### config.mk
export PLATFORM = sky130hd
export DESIGN_NAME = page_read_seq
export DESIGN_NICKNAME = d
export VERILOG_FILES = /design/src/page_read_pkg.sv /design/src/page_read_seq.sv /design/src/page_tracker.sv
export SDC_FILE = /design/constraint.sdc
export NUM_CORES = 1
export LEC_CHECK = 0
export BUFFER_PORTS_ARGS = -buffer_cell sky130_fd_sc_hd__buf_4
export CORE_UTILIZATION = 50
export CTS_CLUSTER_SIZE = 14
export DETAILED_ROUTE_END_ITERATION = 10
export GPL_ROUTABILITY_DRIVEN = 1
export GPL_TIMING_DRIVEN = 0
export PLACE_DENSITY_LB_ADDON = 0.25
export SKIP_LAST_GASP = 1
export SLEW_MARGIN = 10
export SYNTH_ARGS = -nofsm -noshare
export SYNTH_HDL_FRONTEND = slang
export SYNTH_SLANG_ARGS = --single-unit
### constraint.sdc
create_clock -name CLOCK -period 3.52 [get_ports CLOCK]
set_input_delay 0.88 -clock CLOCK [delete_from_list [all_inputs] [get_ports CLOCK]]
set_output_delay 0.88 -clock CLOCK [all_outputs]
set_load 0.02 [all_outputs]
### src/page_read_pkg.sv
package page_read_pkg;
    // ****************************************************************
    // Widths and sizes
    // ****************************************************************
    localparam int ADDR_W = 24;
    localparam int CS_W = 2;
    localparam int LEN_W = 6;
    // Page size in bytes as a power of two (8-byte pages)
    localparam int PAGE_LOG2 = 3;
    localparam logic [LEN_W-1:0] LEN_ONE = 6'h01;
    localparam logic [LEN_W-1:0] LEN_ZERO = 6'h00;

    // ****************************************************************
    // Access sequencer states
    // ****************************************************************
    typedef enum logic [1:0] {
        ST_IDLE,
        ST_PULSE,
        ST_DONE
    } seq_state_type;
endpackage

### src/page_read_seq.sv
`timescale 1ns/1ps
// Contract
// - Slow-mode transfer in flight finishes at new rate with slow-mode timings.
// - First read opening a page lasts the chip-select read pulse length.
// - In-page reads last the read-strobe pulse length; other settings are ignored.
// - Timings are applied as programmed, never checked for coherency.
// - Same chip select and same upper page bits means same page.
// - Every in-page read, sequential or not, uses the short duration.
// - Different upper page bits start a new page with the long duration.
// - Different chip select is a page break using the long duration.
// - Any intervening other access forces a page break on the next read.
module page_read_seq
    import page_read_pkg::*;
(
    input wire logic CLOCK,
    input wire logic RST_N,
    input wire logic CE,
    input wire logic REQ_VALID,
    input wire logic [CS_W-1:0] REQ_CS,
    input wire logic [ADDR_W-1:0] REQ_ADDR,
    input wire logic OTHER_ACCESS,
    input wire logic PAGE_MODE,
    input wire logic SLOW_MODE,
    input wire logic [LEN_W-1:0] CS_READ_PULSE_LEN,
    input wire logic [LEN_W-1:0] READ_STROBE_PULSE_LEN,
    input wire logic [LEN_W-1:0] SLOW_CS_READ_PULSE_LEN,
    input wire logic [LEN_W-1:0] SLOW_READ_STROBE_PULSE_LEN,
    input wire logic [LEN_W-1:0] CS_READ_SETUP_LEN,
    input wire logic [LEN_W-1:0] READ_STROBE_SETUP_LEN,
    input wire logic [LEN_W-1:0] READ_CYCLE_LEN,
    input wire logic EXTERNAL_WAIT_INPUT,
    output logic REQ_READY,
    output logic [CS_W-1:0] MEM_CS,
    output logic MEM_CS_ACTIVE,
    output logic MEM_READ_STROBE,
    output logic [ADDR_W-1:0] MEM_ADDR,
    output logic DONE,
    output logic PAGE_BREAK,
    output logic SLOW_TIMING
);
    // ****************************************************************
    // Internal state
    // ****************************************************************
    seq_state_type state;
    logic [LEN_W-1:0] count;
    logic hit;
    logic start;
    logic next_slow;
    logic [LEN_W-1:0] next_len;
    logic page_lost;
    logic pulse_end;
    logic wait_meta;
    logic wait_sync;

    // Setup and cycle lengths and the wait input play no part in page mode
    logic unused;
    assign unused = ^{CS_READ_SETUP_LEN, READ_STROBE_SETUP_LEN, READ_CYCLE_LEN,
                      wait_sync};

    // ****************************************************************
    // Wait pin synchroniser
    // ****************************************************************
    // The pin is asynchronous to the clock, so it passes two flops even
    // though page mode gives it no effect on the access
    always_ff @(posedge CLOCK or negedge RST_N) begin
        if (!RST_N) begin
            wait_meta <= 1'b0;
            wait_sync <= 1'b0;
        end else if (CE) begin
            wait_meta <= EXTERNAL_WAIT_INPUT;
            wait_sync <= wait_meta;
        end
    end

    // ****************************************************************
    // Take decision
    // ****************************************************************
    // A request is taken only in idle and only while page mode is on
    assign start = (state == ST_IDLE) && REQ_VALID && PAGE_MODE;

    // Another access or leaving page mode ends the page, and deasserts the chip select outside a take or strobe pulse
    assign page_lost = OTHER_ACCESS || !PAGE_MODE;

    // Last enabled cycle of the strobe pulse
    assign pulse_end = (state == ST_PULSE) && (count == LEN_ONE);

    // Timing set is latched at start, so a mode change mid-transfer keeps it
    assign next_slow = SLOW_MODE;

    // Pick the pulse length; no coherency check between the two
    always_comb begin
        if (hit) begin
            next_len = next_slow ? SLOW_READ_STROBE_PULSE_LEN
                                 : READ_STROBE_PULSE_LEN;
        end else begin
            next_len = next_slow ? SLOW_CS_READ_PULSE_LEN
                                 : CS_READ_PULSE_LEN;
        end
        if (next_len == LEN_ZERO) begin
            next_len = LEN_ONE;
        end
    end

    // ****************************************************************
    // Page tracking
    // ****************************************************************
    page_tracker u_tracker (
        .clk(CLOCK),
        .rst_n(RST_N),
        .ce(CE),
        .cs(REQ_CS),
        .addr(REQ_ADDR),
        .load(start),
        .invalidate(page_lost),
        .hit(hit)
    );

    // ****************************************************************
    // Access sequencer
    // ****************************************************************
    // Idle, then the strobe pulse, then one turnaround cycle before idle
    always_ff @(posedge CLOCK or negedge RST_N) begin
        if (!RST_N) begin
            state <= ST_IDLE;
        end else if (CE) begin
            case (state)
                ST_IDLE: begin
                    if (start) begin
                        state <= ST_PULSE;
                    end
                end
                ST_PULSE: begin
                    if (pulse_end) begin
                        state <= ST_DONE;
                    end
                end
                ST_DONE: begin
                    state <= ST_IDLE;
                end
                default: begin
                    state <= ST_IDLE;
                end
            endcase
        end
    end

    // Pulse counter: loaded with the chosen length at take, then counted
    // down in controller cycles at whatever rate is running now
    always_ff @(posedge CLOCK or negedge RST_N) begin
        if (!RST_N) begin
            count <= LEN_ZERO;
        end else if (CE) begin
            if (start) begin
                count <= next_len;
            end else if (state == ST_PULSE && !pulse_end) begin
                count <= count - LEN_ONE;
            end
        end
    end

    // ****************************************************************
    // Memory side pins
    // ****************************************************************
    // Chip select and address are captured at take and held to the next take
    always_ff @(posedge CLOCK or negedge RST_N) begin
        if (!RST_N) begin
            MEM_CS <= '0;
            MEM_ADDR <= '0;
        end else if (CE && start) begin
            MEM_CS <= REQ_CS;
            MEM_ADDR <= REQ_ADDR;
        end
    end

    // Read strobe stands for exactly the chosen number of enabled cycles
    always_ff @(posedge CLOCK or negedge RST_N) begin
        if (!RST_N) begin
            MEM_READ_STROBE <= 1'b0;
        end else if (CE) begin
            if (start) begin
                MEM_READ_STROBE <= 1'b1;
            end else if (pulse_end) begin
                MEM_READ_STROBE <= 1'b0;
            end
        end
    end

    // Chip select drops when the bus is lost, but never inside a strobe pulse
    always_ff @(posedge CLOCK or negedge RST_N) begin
        if (!RST_N) begin
            MEM_CS_ACTIVE <= 1'b0;
        end else if (CE) begin
            if (start) begin
                MEM_CS_ACTIVE <= 1'b1;
            end else if (page_lost && state != ST_PULSE) begin
                MEM_CS_ACTIVE <= 1'b0;
            end
        end
    end

    // ****************************************************************
    // Status flags and handshake pulses
    // ****************************************************************
    // Page break and timing set describe the last read taken; an access in
    // the take cycle itself is flagged as a break too, though the take keeps the chip select asserted
    always_ff @(posedge CLOCK or negedge RST_N) begin
        if (!RST_N) begin
            PAGE_BREAK <= 1'b0;
            SLOW_TIMING <= 1'b0;
        end else if (CE && start) begin
            PAGE_BREAK <= !hit || OTHER_ACCESS;
            SLOW_TIMING <= next_slow;
        end
    end

    // Take and completion are one-cycle pulses
    always_ff @(posedge CLOCK or negedge RST_N) begin
        if (!RST_N) begin
            REQ_READY <= 1'b0;
            DONE <= 1'b0;
        end else if (CE) begin
            REQ_READY <= start;
            DONE <= pulse_end;
        end
    end
endmodule // page_read_seq

### src/page_tracker.sv
`timescale 1ns/1ps
// ********************************************************************
// Page tracking register and page-hit compare
// ********************************************************************
module page_tracker
    import page_read_pkg::*;
(
    input wire logic clk,
    input wire logic rst_n,
    input wire logic ce,
    input wire logic [CS_W-1:0] cs,
    input wire logic [ADDR_W-1:0] addr,
    input wire logic load,
    input wire logic invalidate,
    output logic hit
);
    logic valid;
    logic [CS_W-1:0] last_cs;
    logic [ADDR_W-PAGE_LOG2-1:0] last_page;

    // Valid page with same chip select and same upper page bits means no page break
    assign hit = valid && (last_cs == cs)
                 && (last_page == addr[ADDR_W-1:PAGE_LOG2]);

    // Tracker is cleared at reset so the first read opens a page
    always_ff @(posedge clk or negedge rst_n) begin
        if (!rst_n) begin
            valid <= 1'b0;
            last_cs <= '0;
            last_page <= '0;
        end else if (ce) begin
            if (invalidate) begin
                valid <= 1'b0;
            end else if (load) begin
                valid <= 1'b1;
                last_cs <= cs;
                last_page <= addr[ADDR_W-1:PAGE_LOG2];
            end
        end
    end
endmodule // page_tracker

==> flow_summary.ini, run 1 <==
[place]
post_dp_cell_area_sq_um = 3770
io_buffers = 86
gp_congestion = 0.844
dp_hpwl_um = 5210

[timing]
finalSetupTns_ps = 0
period_share_pct = 87.6
hold_viol = 0
setup_viol = 0
fmax_ghz = 0.324
rsz0062_at_grt = false
slew_violations = 0
skew_ps = 6.61
min_period_ps = 3080
worstMarginPinSlew_ps = 788
slew_headroom_pct = 47.5

[hold_path]
min_path_cells = 2
hp-class = reg2reg

[final_layout]
drive_gt1_share_pct = 34.3
multi_input_area_sq_um = 1350
antennaDiodeCount = 0
final_cell_area_sq_um = 3970
area_growth_pct = 31.0
ff_latch_area_sq_um = 1600
fillCellCount = 427
nNetsFinal = 462

[critical_path]
r2r_start = u_tracker.last_page[3]$_DFFE_PN0P_
start_kind = primary input
cp.arrival_ps = 3310
crit_required_ps = 3750
cp-startpoint = REQ_ADDR[6]
r2r_end = count[0]$_DFFE_PN0P_
worstSetupEndpoint = count[0]$_DFFE_PN0P_
r2r_slack_ps = 710
crit_fanout = 9
reg2reg_depth = 7
endpoint_kind = flop
worstSetupPathType = in2reg

[die]
core_sq_um = 5680
die_area_sq_um = 6380
ioPinCount = 108
die_w_um = 79.9
chipHeight_um = 79.9
initial_utilization_pct = 53.4
core.rowCount = 27

[logic_synthesis]
synth-seq-area-share_pct = 52.8
syn_inst = 287
synth_most_common_cell = nand2_1
synth-seq-cells = 64
synth_top_area_share_pct = 52.8
synthTopCellsByArea = dfrtp_1, nand2_1, mux2_2
postSynthAreaPerCell_sq_um = 10.6
synth-edff-count = 0
ys_top_cells_by_count = nand2_1, dfrtp_1, mux2_2
yosys.area.top_type = dfrtp_1
synth_warnings = 0
netlist_area_sq_um = 3030
postSynthNetCount = 365
synth-async-reset-ratio_pct = 100
ys.flop_type = dfrtp_1
ys_types = 28

[clock_tree]
clk_pin_slew_ps = 70
numClockSinks = 64
clk_latency_ps = 340
clock_path_buffers = 2
root_buffer = clkbuf_8
cts_max_level = 3
holdBufCountCts = 0
cts_tree = yes
cts_buffers = 9
cts.repair.resized = 0
post-cts-setup-buffers = 0

[route]
routedWlPerCell_um = 15.5
dr.pass1.iters = 4
post-route-drc-count = 0
viasPerCell = 5.35
vias = 2460
final_antenna_net_count = 0
drtIter0Drc = 114
finalWirelength_um = 7150

[flow_run]
maxCapViolations = 0

[outcome]
status = finished clean

[power]
power_leakage_uw = 0.00200
powerDensity_nw_per_um2 = 680
peakVddDrop_v = 0.000424

[global_routing]
overflow = 0
grt_max_degree = 65
grt_usage_pct = 25.1
grt_pass1_wl_um = 11800
antenna_found_initial = 0
grt_pass1_vias = 2534
## report_power, final
group / total, uW / leakage (uW) / internal (uW) / switching, uW
sequential: 1160 / 0.000797 / 989 / 171
clock: 654 / 0.000108 / 379 / 275
combinational: 884 / 0.00110 / 428 / 456
## final cells by class
class,count,area share (%)
flip-flops and latches,64,40.3
multi-input cells,202,34.0
repair buffers,86,16.3
clock buffers,12,4.16
well taps,72,2.27
plain buffers,13,1.23
clock inverters,3,1.01
inverters,8,0.756
## sequential cells by signal, summed over array words and instances, names as in the netlist
register,count
DONE,1
u_tracker.valid,1
PAGE_BREAK,1
count,6
u_tracker.last_page,21
MEM_CS,2
MEM_READ_STROBE,1
MEM_CS_ACTIVE,1
SLOW_TIMING,1
u_tracker.last_cs,2
REQ_READY,1
MEM_ADDR,24
state,2
## cell families (layout without fill, tap and decap cells)
kind of cell / after synthesis / in the layout / share of synthesized area (%)
xor gates and xnor gates: 23 / 23 / 6.65
and+or+nand+nor: 123 / 123 / 17.6
DFF: 64 / 64 / 52.8
AOI/OAI and AO/OA: 23 / 23 / 4.75
muxes: 31 / 31 / 14.7
buffers and inverters: 21 / 122 / 2.60
adders and majority gates: 2 / 2 / 0.826
## how the worst min path moves through the flow
stage                           startpoint                          end  slack, ps
3_5_place_dp      MEM_ADDR[16]$_DFFE_PN0P_     MEM_ADDR[16]$_DFFE_PN0P_        460
5_1_grt           MEM_ADDR[21]$_DFFE_PN0P_     MEM_ADDR[21]$_DFFE_PN0P_        500
4_1_cts            MEM_ADDR[0]$_DFFE_PN0P_      MEM_ADDR[0]$_DFFE_PN0P_        480
6_report           MEM_ADDR[0]$_DFFE_PN0P_      MEM_ADDR[0]$_DFFE_PN0P_        480
2_1_floorplan  u_tracker.valid$_DFFE_PN0P_  u_tracker.valid$_DFFE_PN0P_        460
3_3_place_gp       MEM_ADDR[1]$_DFFE_PN0P_      MEM_ADDR[1]$_DFFE_PN0P_        460
## layout by cell type (no fill, tap or decap), types with 8 or more instances in the layout
cell type and instances:
nor2_1 13, inv_1 8, clkbuf_8 12, mux2_2 23
clkbuf_1 12, dfrtp_1 64, o21ai_0 13, buf_4 86
nand2_1 87, xor2_1 16
## per-stage QoR
| step | setup WS [ps] | instances | util [%] | hold WS [ps] | total power (uW) |
|---|---|---|---|---|---|
| after floorplan | 560 | 287 | - | 464 | 1670 |
| after global placement | 96.3 | 445 | 66.4 | 460 | 2010 |
| after detailed placement | 68.6 | 445 | 66.4 | 463 | 2060 |
| after CTS | 418 | 460 | 70.0 | 483 | 2720 |
| after global routing | 282 | 460 | 70.0 | 503 | 2850 |
| final | 438 | 460 | 70.0 | 476 | 2700 |
## routing by layer
| metal | wire [um] | global-route usage [%] | vias up |
|---|---|---|---|
| met1 | 2970 | 30.6 | 1195 |
| li1 | - | - | 1161 |
| met3 | 456 | 7.20 | 16 |
| met4 | 147 | 8.93 | 0 |
| met5 | 0 | 0 | - |
| met2 | 3570 | 42.4 | 88 |
## critical path, cell delays in order
cell and delay [ps]:
buf_4 120, xor2_1 160, nor4_1 360, nand4_1 220, nor3_4 470, mux4_1 620, and4bb_2 250, a211o_1 220
No activity file was read; power rests on OpenSTA's default activity.
==> run 2: changes to the inputs <==
--- a/config.mk
+++ b/config.mk
@@ -16,4 +16,5 @@
 export SLEW_MARGIN = 10
 export SYNTH_ARGS = -nofsm -noshare
 export SYNTH_HDL_FRONTEND = slang
+export SYNTH_HIERARCHICAL = 1
 export SYNTH_SLANG_ARGS = --single-unit
==> flow_summary.ini, run 2 <==
[global_routing]
grt_usage_pct = 21.0
antenna_found_initial = 0
grt_pass1_vias = 2124
grt_max_degree = 65
grt_pass1_wl_um = 10200
overflow = 0

[final_layout]
antennaDiodeCount = 0
final_cells = 403
largest_reg_flops = 24
top_regs = MEM_ADDR x24, u_tracker/last_page x21, count x6
nNetsFinal = 402
final_common_cell = buf_4
area_growth_pct = 30.5
drive_gt1_share_pct = 50.3
fillCellCount = 458
largest-register = MEM_ADDR
final_cell_mix = buf_4, dfrtp_1, mux2_2

[outcome]
status = finished clean

[route]
viasPerCell = 5.29
post-route-drc-count = 0
final_antenna_net_count = 0
dr.pass1.iters = 6
vias = 2131
routedWlPerCell_um = 15.8
drtIter0Drc = 128
finalWirelength_um = 6380

[timing]
finalSetupTns_ps = 0
worstMarginPinSlew_ps = 802
slew_violations = 0
skew_ps = 9.26
hold_viol = 0
min_period_ps = 3100
slew_headroom_pct = 46.6
fmax_ghz = 0.323
setup_viol = 0
rsz0062_at_grt = false
period_share_pct = 87.9

[clock_tree]
clk_pin_slew_ps = 70
cts_max_level = 3
clk_latency_ps = 330
numClockSinks = 64
cts_buffers = 9
post-cts-setup-buffers = 0
root_buffer = clkbuf_8
holdBufCountCts = 0
cts.repair.resized = 0
cts_tree = yes
clock_path_buffers = 2

[logic_synthesis]
synth_mux_area_share_pct = 25.5
ys.flop_type = dfrtp_1
ys_top_cells_by_count = dfrtp_1, mux2_2, mux2_4
postSynthAreaPerCell_sq_um = 13.8
synth_warnings = 6
synth-edff-count = 0
synthTopCellsByArea = dfrtp_1, mux2_2, mux2_4
synthAdderAreaFrac_pct = 0.800
syn_inst = 226
synth-async-reset-ratio_pct = 100
ys_types = 39
synth-seq-area-share_pct = 51.2
synth_compound_gate_area_share_pct = 5.76
synth-seq-cells = 64
postSynthNetCount = 304
yosys.area_share.simple_pct = 7.24
netlist_area_sq_um = 3130
synthXorXnorAreaFrac_pct = 6.44
synth_top_family_by_area = multiplexers
yosys.area.top_type = dfrtp_1
synth_most_common_cell = dfrtp_1
synth_top_area_share_pct = 51.2

[critical_path]
crit_required_ps = 3790
endpoint_kind = flop
start_kind = primary input
critPathSlowestCell = nor4_1
worstSetupPathType = in2reg
crit_fanout = 7
reg2reg_depth = 9
crit_chain = buf_4 > xor2_1 > nor4_1 > nand4_1 > nor3_2 > clkbuf_1 > mux4_2 > or3_1 > nor4_2 > a2bb2oi_2
cp.arrival_ps = 3360
cp_slowest_stage_delay_ps = 410

[die]
chipHeight_um = 81.1
die_area_sq_um = 6570
core_sq_um = 5990
initial_utilization_pct = 52.2
core.rowCount = 28
die_w_um = 81.1
ioPinCount = 108

[hold_path]
min_path_cells = 2
hp-class = reg2reg

[power]
powerDensity_nw_per_um2 = 760
peakVddDrop_v = 0.000397
power_leakage_uw = 0.00198

[place]
gp_congestion = 0.853
dp_cells = 388
dp_hpwl_um = 4530
io_buffers = 87

[flow_run]
maxCapViolations = 0
[run 2: cell type report]
class	instances	area, sq um	share of cell area, %
clock buffer	13	169	4.14
timing repair buffer	87	653	16.0
multi-input combinational	144	1430	35.1
sequential	64	1600	39.3
buffer	9	60.1	1.47
clock inverter	2	37.5	0.920
inverter	9	33.8	0.828
tap	75	93.8	2.30
[run 2: report_power, final]
| group | switching (uW) | total [uW] | internal [uW] |
|---|---|---|---|
| registers | 197 | 1250 | 1050 |
| clock network | 269 | 651 | 382 |
| logic | 560 | 1200 | 642 |
| total | 1030 | 3100 | 2070 |
[run 2: per-layer routing]
metal	GRT usage [%]	wire length [um]	vias up
met5	0	0	-
met4	10.0	119	0
met3	5.39	336	11
met2	32.1	3000	66
met1	27.9	2920	1045
li1	-	-	1009
[run 2: logic make-up (layout without fill, tap and decap cells)]
group | Yosys count | in the layout
buffers and inverters | 18 | 120
adder cells (fa/ha/maj) | 2 | 2
XOR/XNOR | 23 | 23
AO/OA/AOI/OAI | 27 | 27
flip-flops | 64 | 64
AND/OR/NAND/NOR | 35 | 35
multiplexers | 57 | 57
[run 2: per-stage QoR]
| step | power, uW | hold WS (ps) | utilization [%] | area (sq um) | setup slack [ps] |
|---|---|---|---|---|---|
| detailed placement | 2460 | 466 | 64.7 | 3870 | 82.4 |
| global route | 3290 | 495 | 68.1 | 4080 | 250 |
| CTS | 3120 | 481 | 68.1 | 4080 | 420 |
| floorplan | 1990 | 491 | - | 3130 | 688 |
| global placement | 2430 | 463 | 64.7 | 3870 | 50.4 |
| finish | 3100 | 477 | 68.1 | 4080 | 424 |
[run 2: path summary, 6_finish.rpt]
check	start	end	slack, ps
max in group asynchronous	RST_N	MEM_ADDR[6]$_DFFE_PN0P_	2360
worst min register to register	MEM_CS_ACTIVE$_DFFE_PN0P_	MEM_CS_ACTIVE$_DFFE_PN0P_	480
worst max-delay path	REQ_ADDR[12]	count[0]$_DFFE_PN0P_	420
min in group asynchronous	RST_N	count[0]$_DFFE_PN0P_	630
worst max register to register	u_tracker/last_cs[0]$_DFFE_PN0P_	count[0]$_DFFE_PN0P_	680
worst min-delay path	MEM_CS_ACTIVE$_DFFE_PN0P_	MEM_CS_ACTIVE$_DFFE_PN0P_	480
[run 2: critical path, delay by kind of cell]
family | cells | cell delay [ps]
and+or+nand+nor | 5 | 1310
xor gates and xnor gates | 1 | 160
AOI/OAI and AO/OA | 1 | 160
muxes | 1 | 380
buffers and inverters | 2 | 480
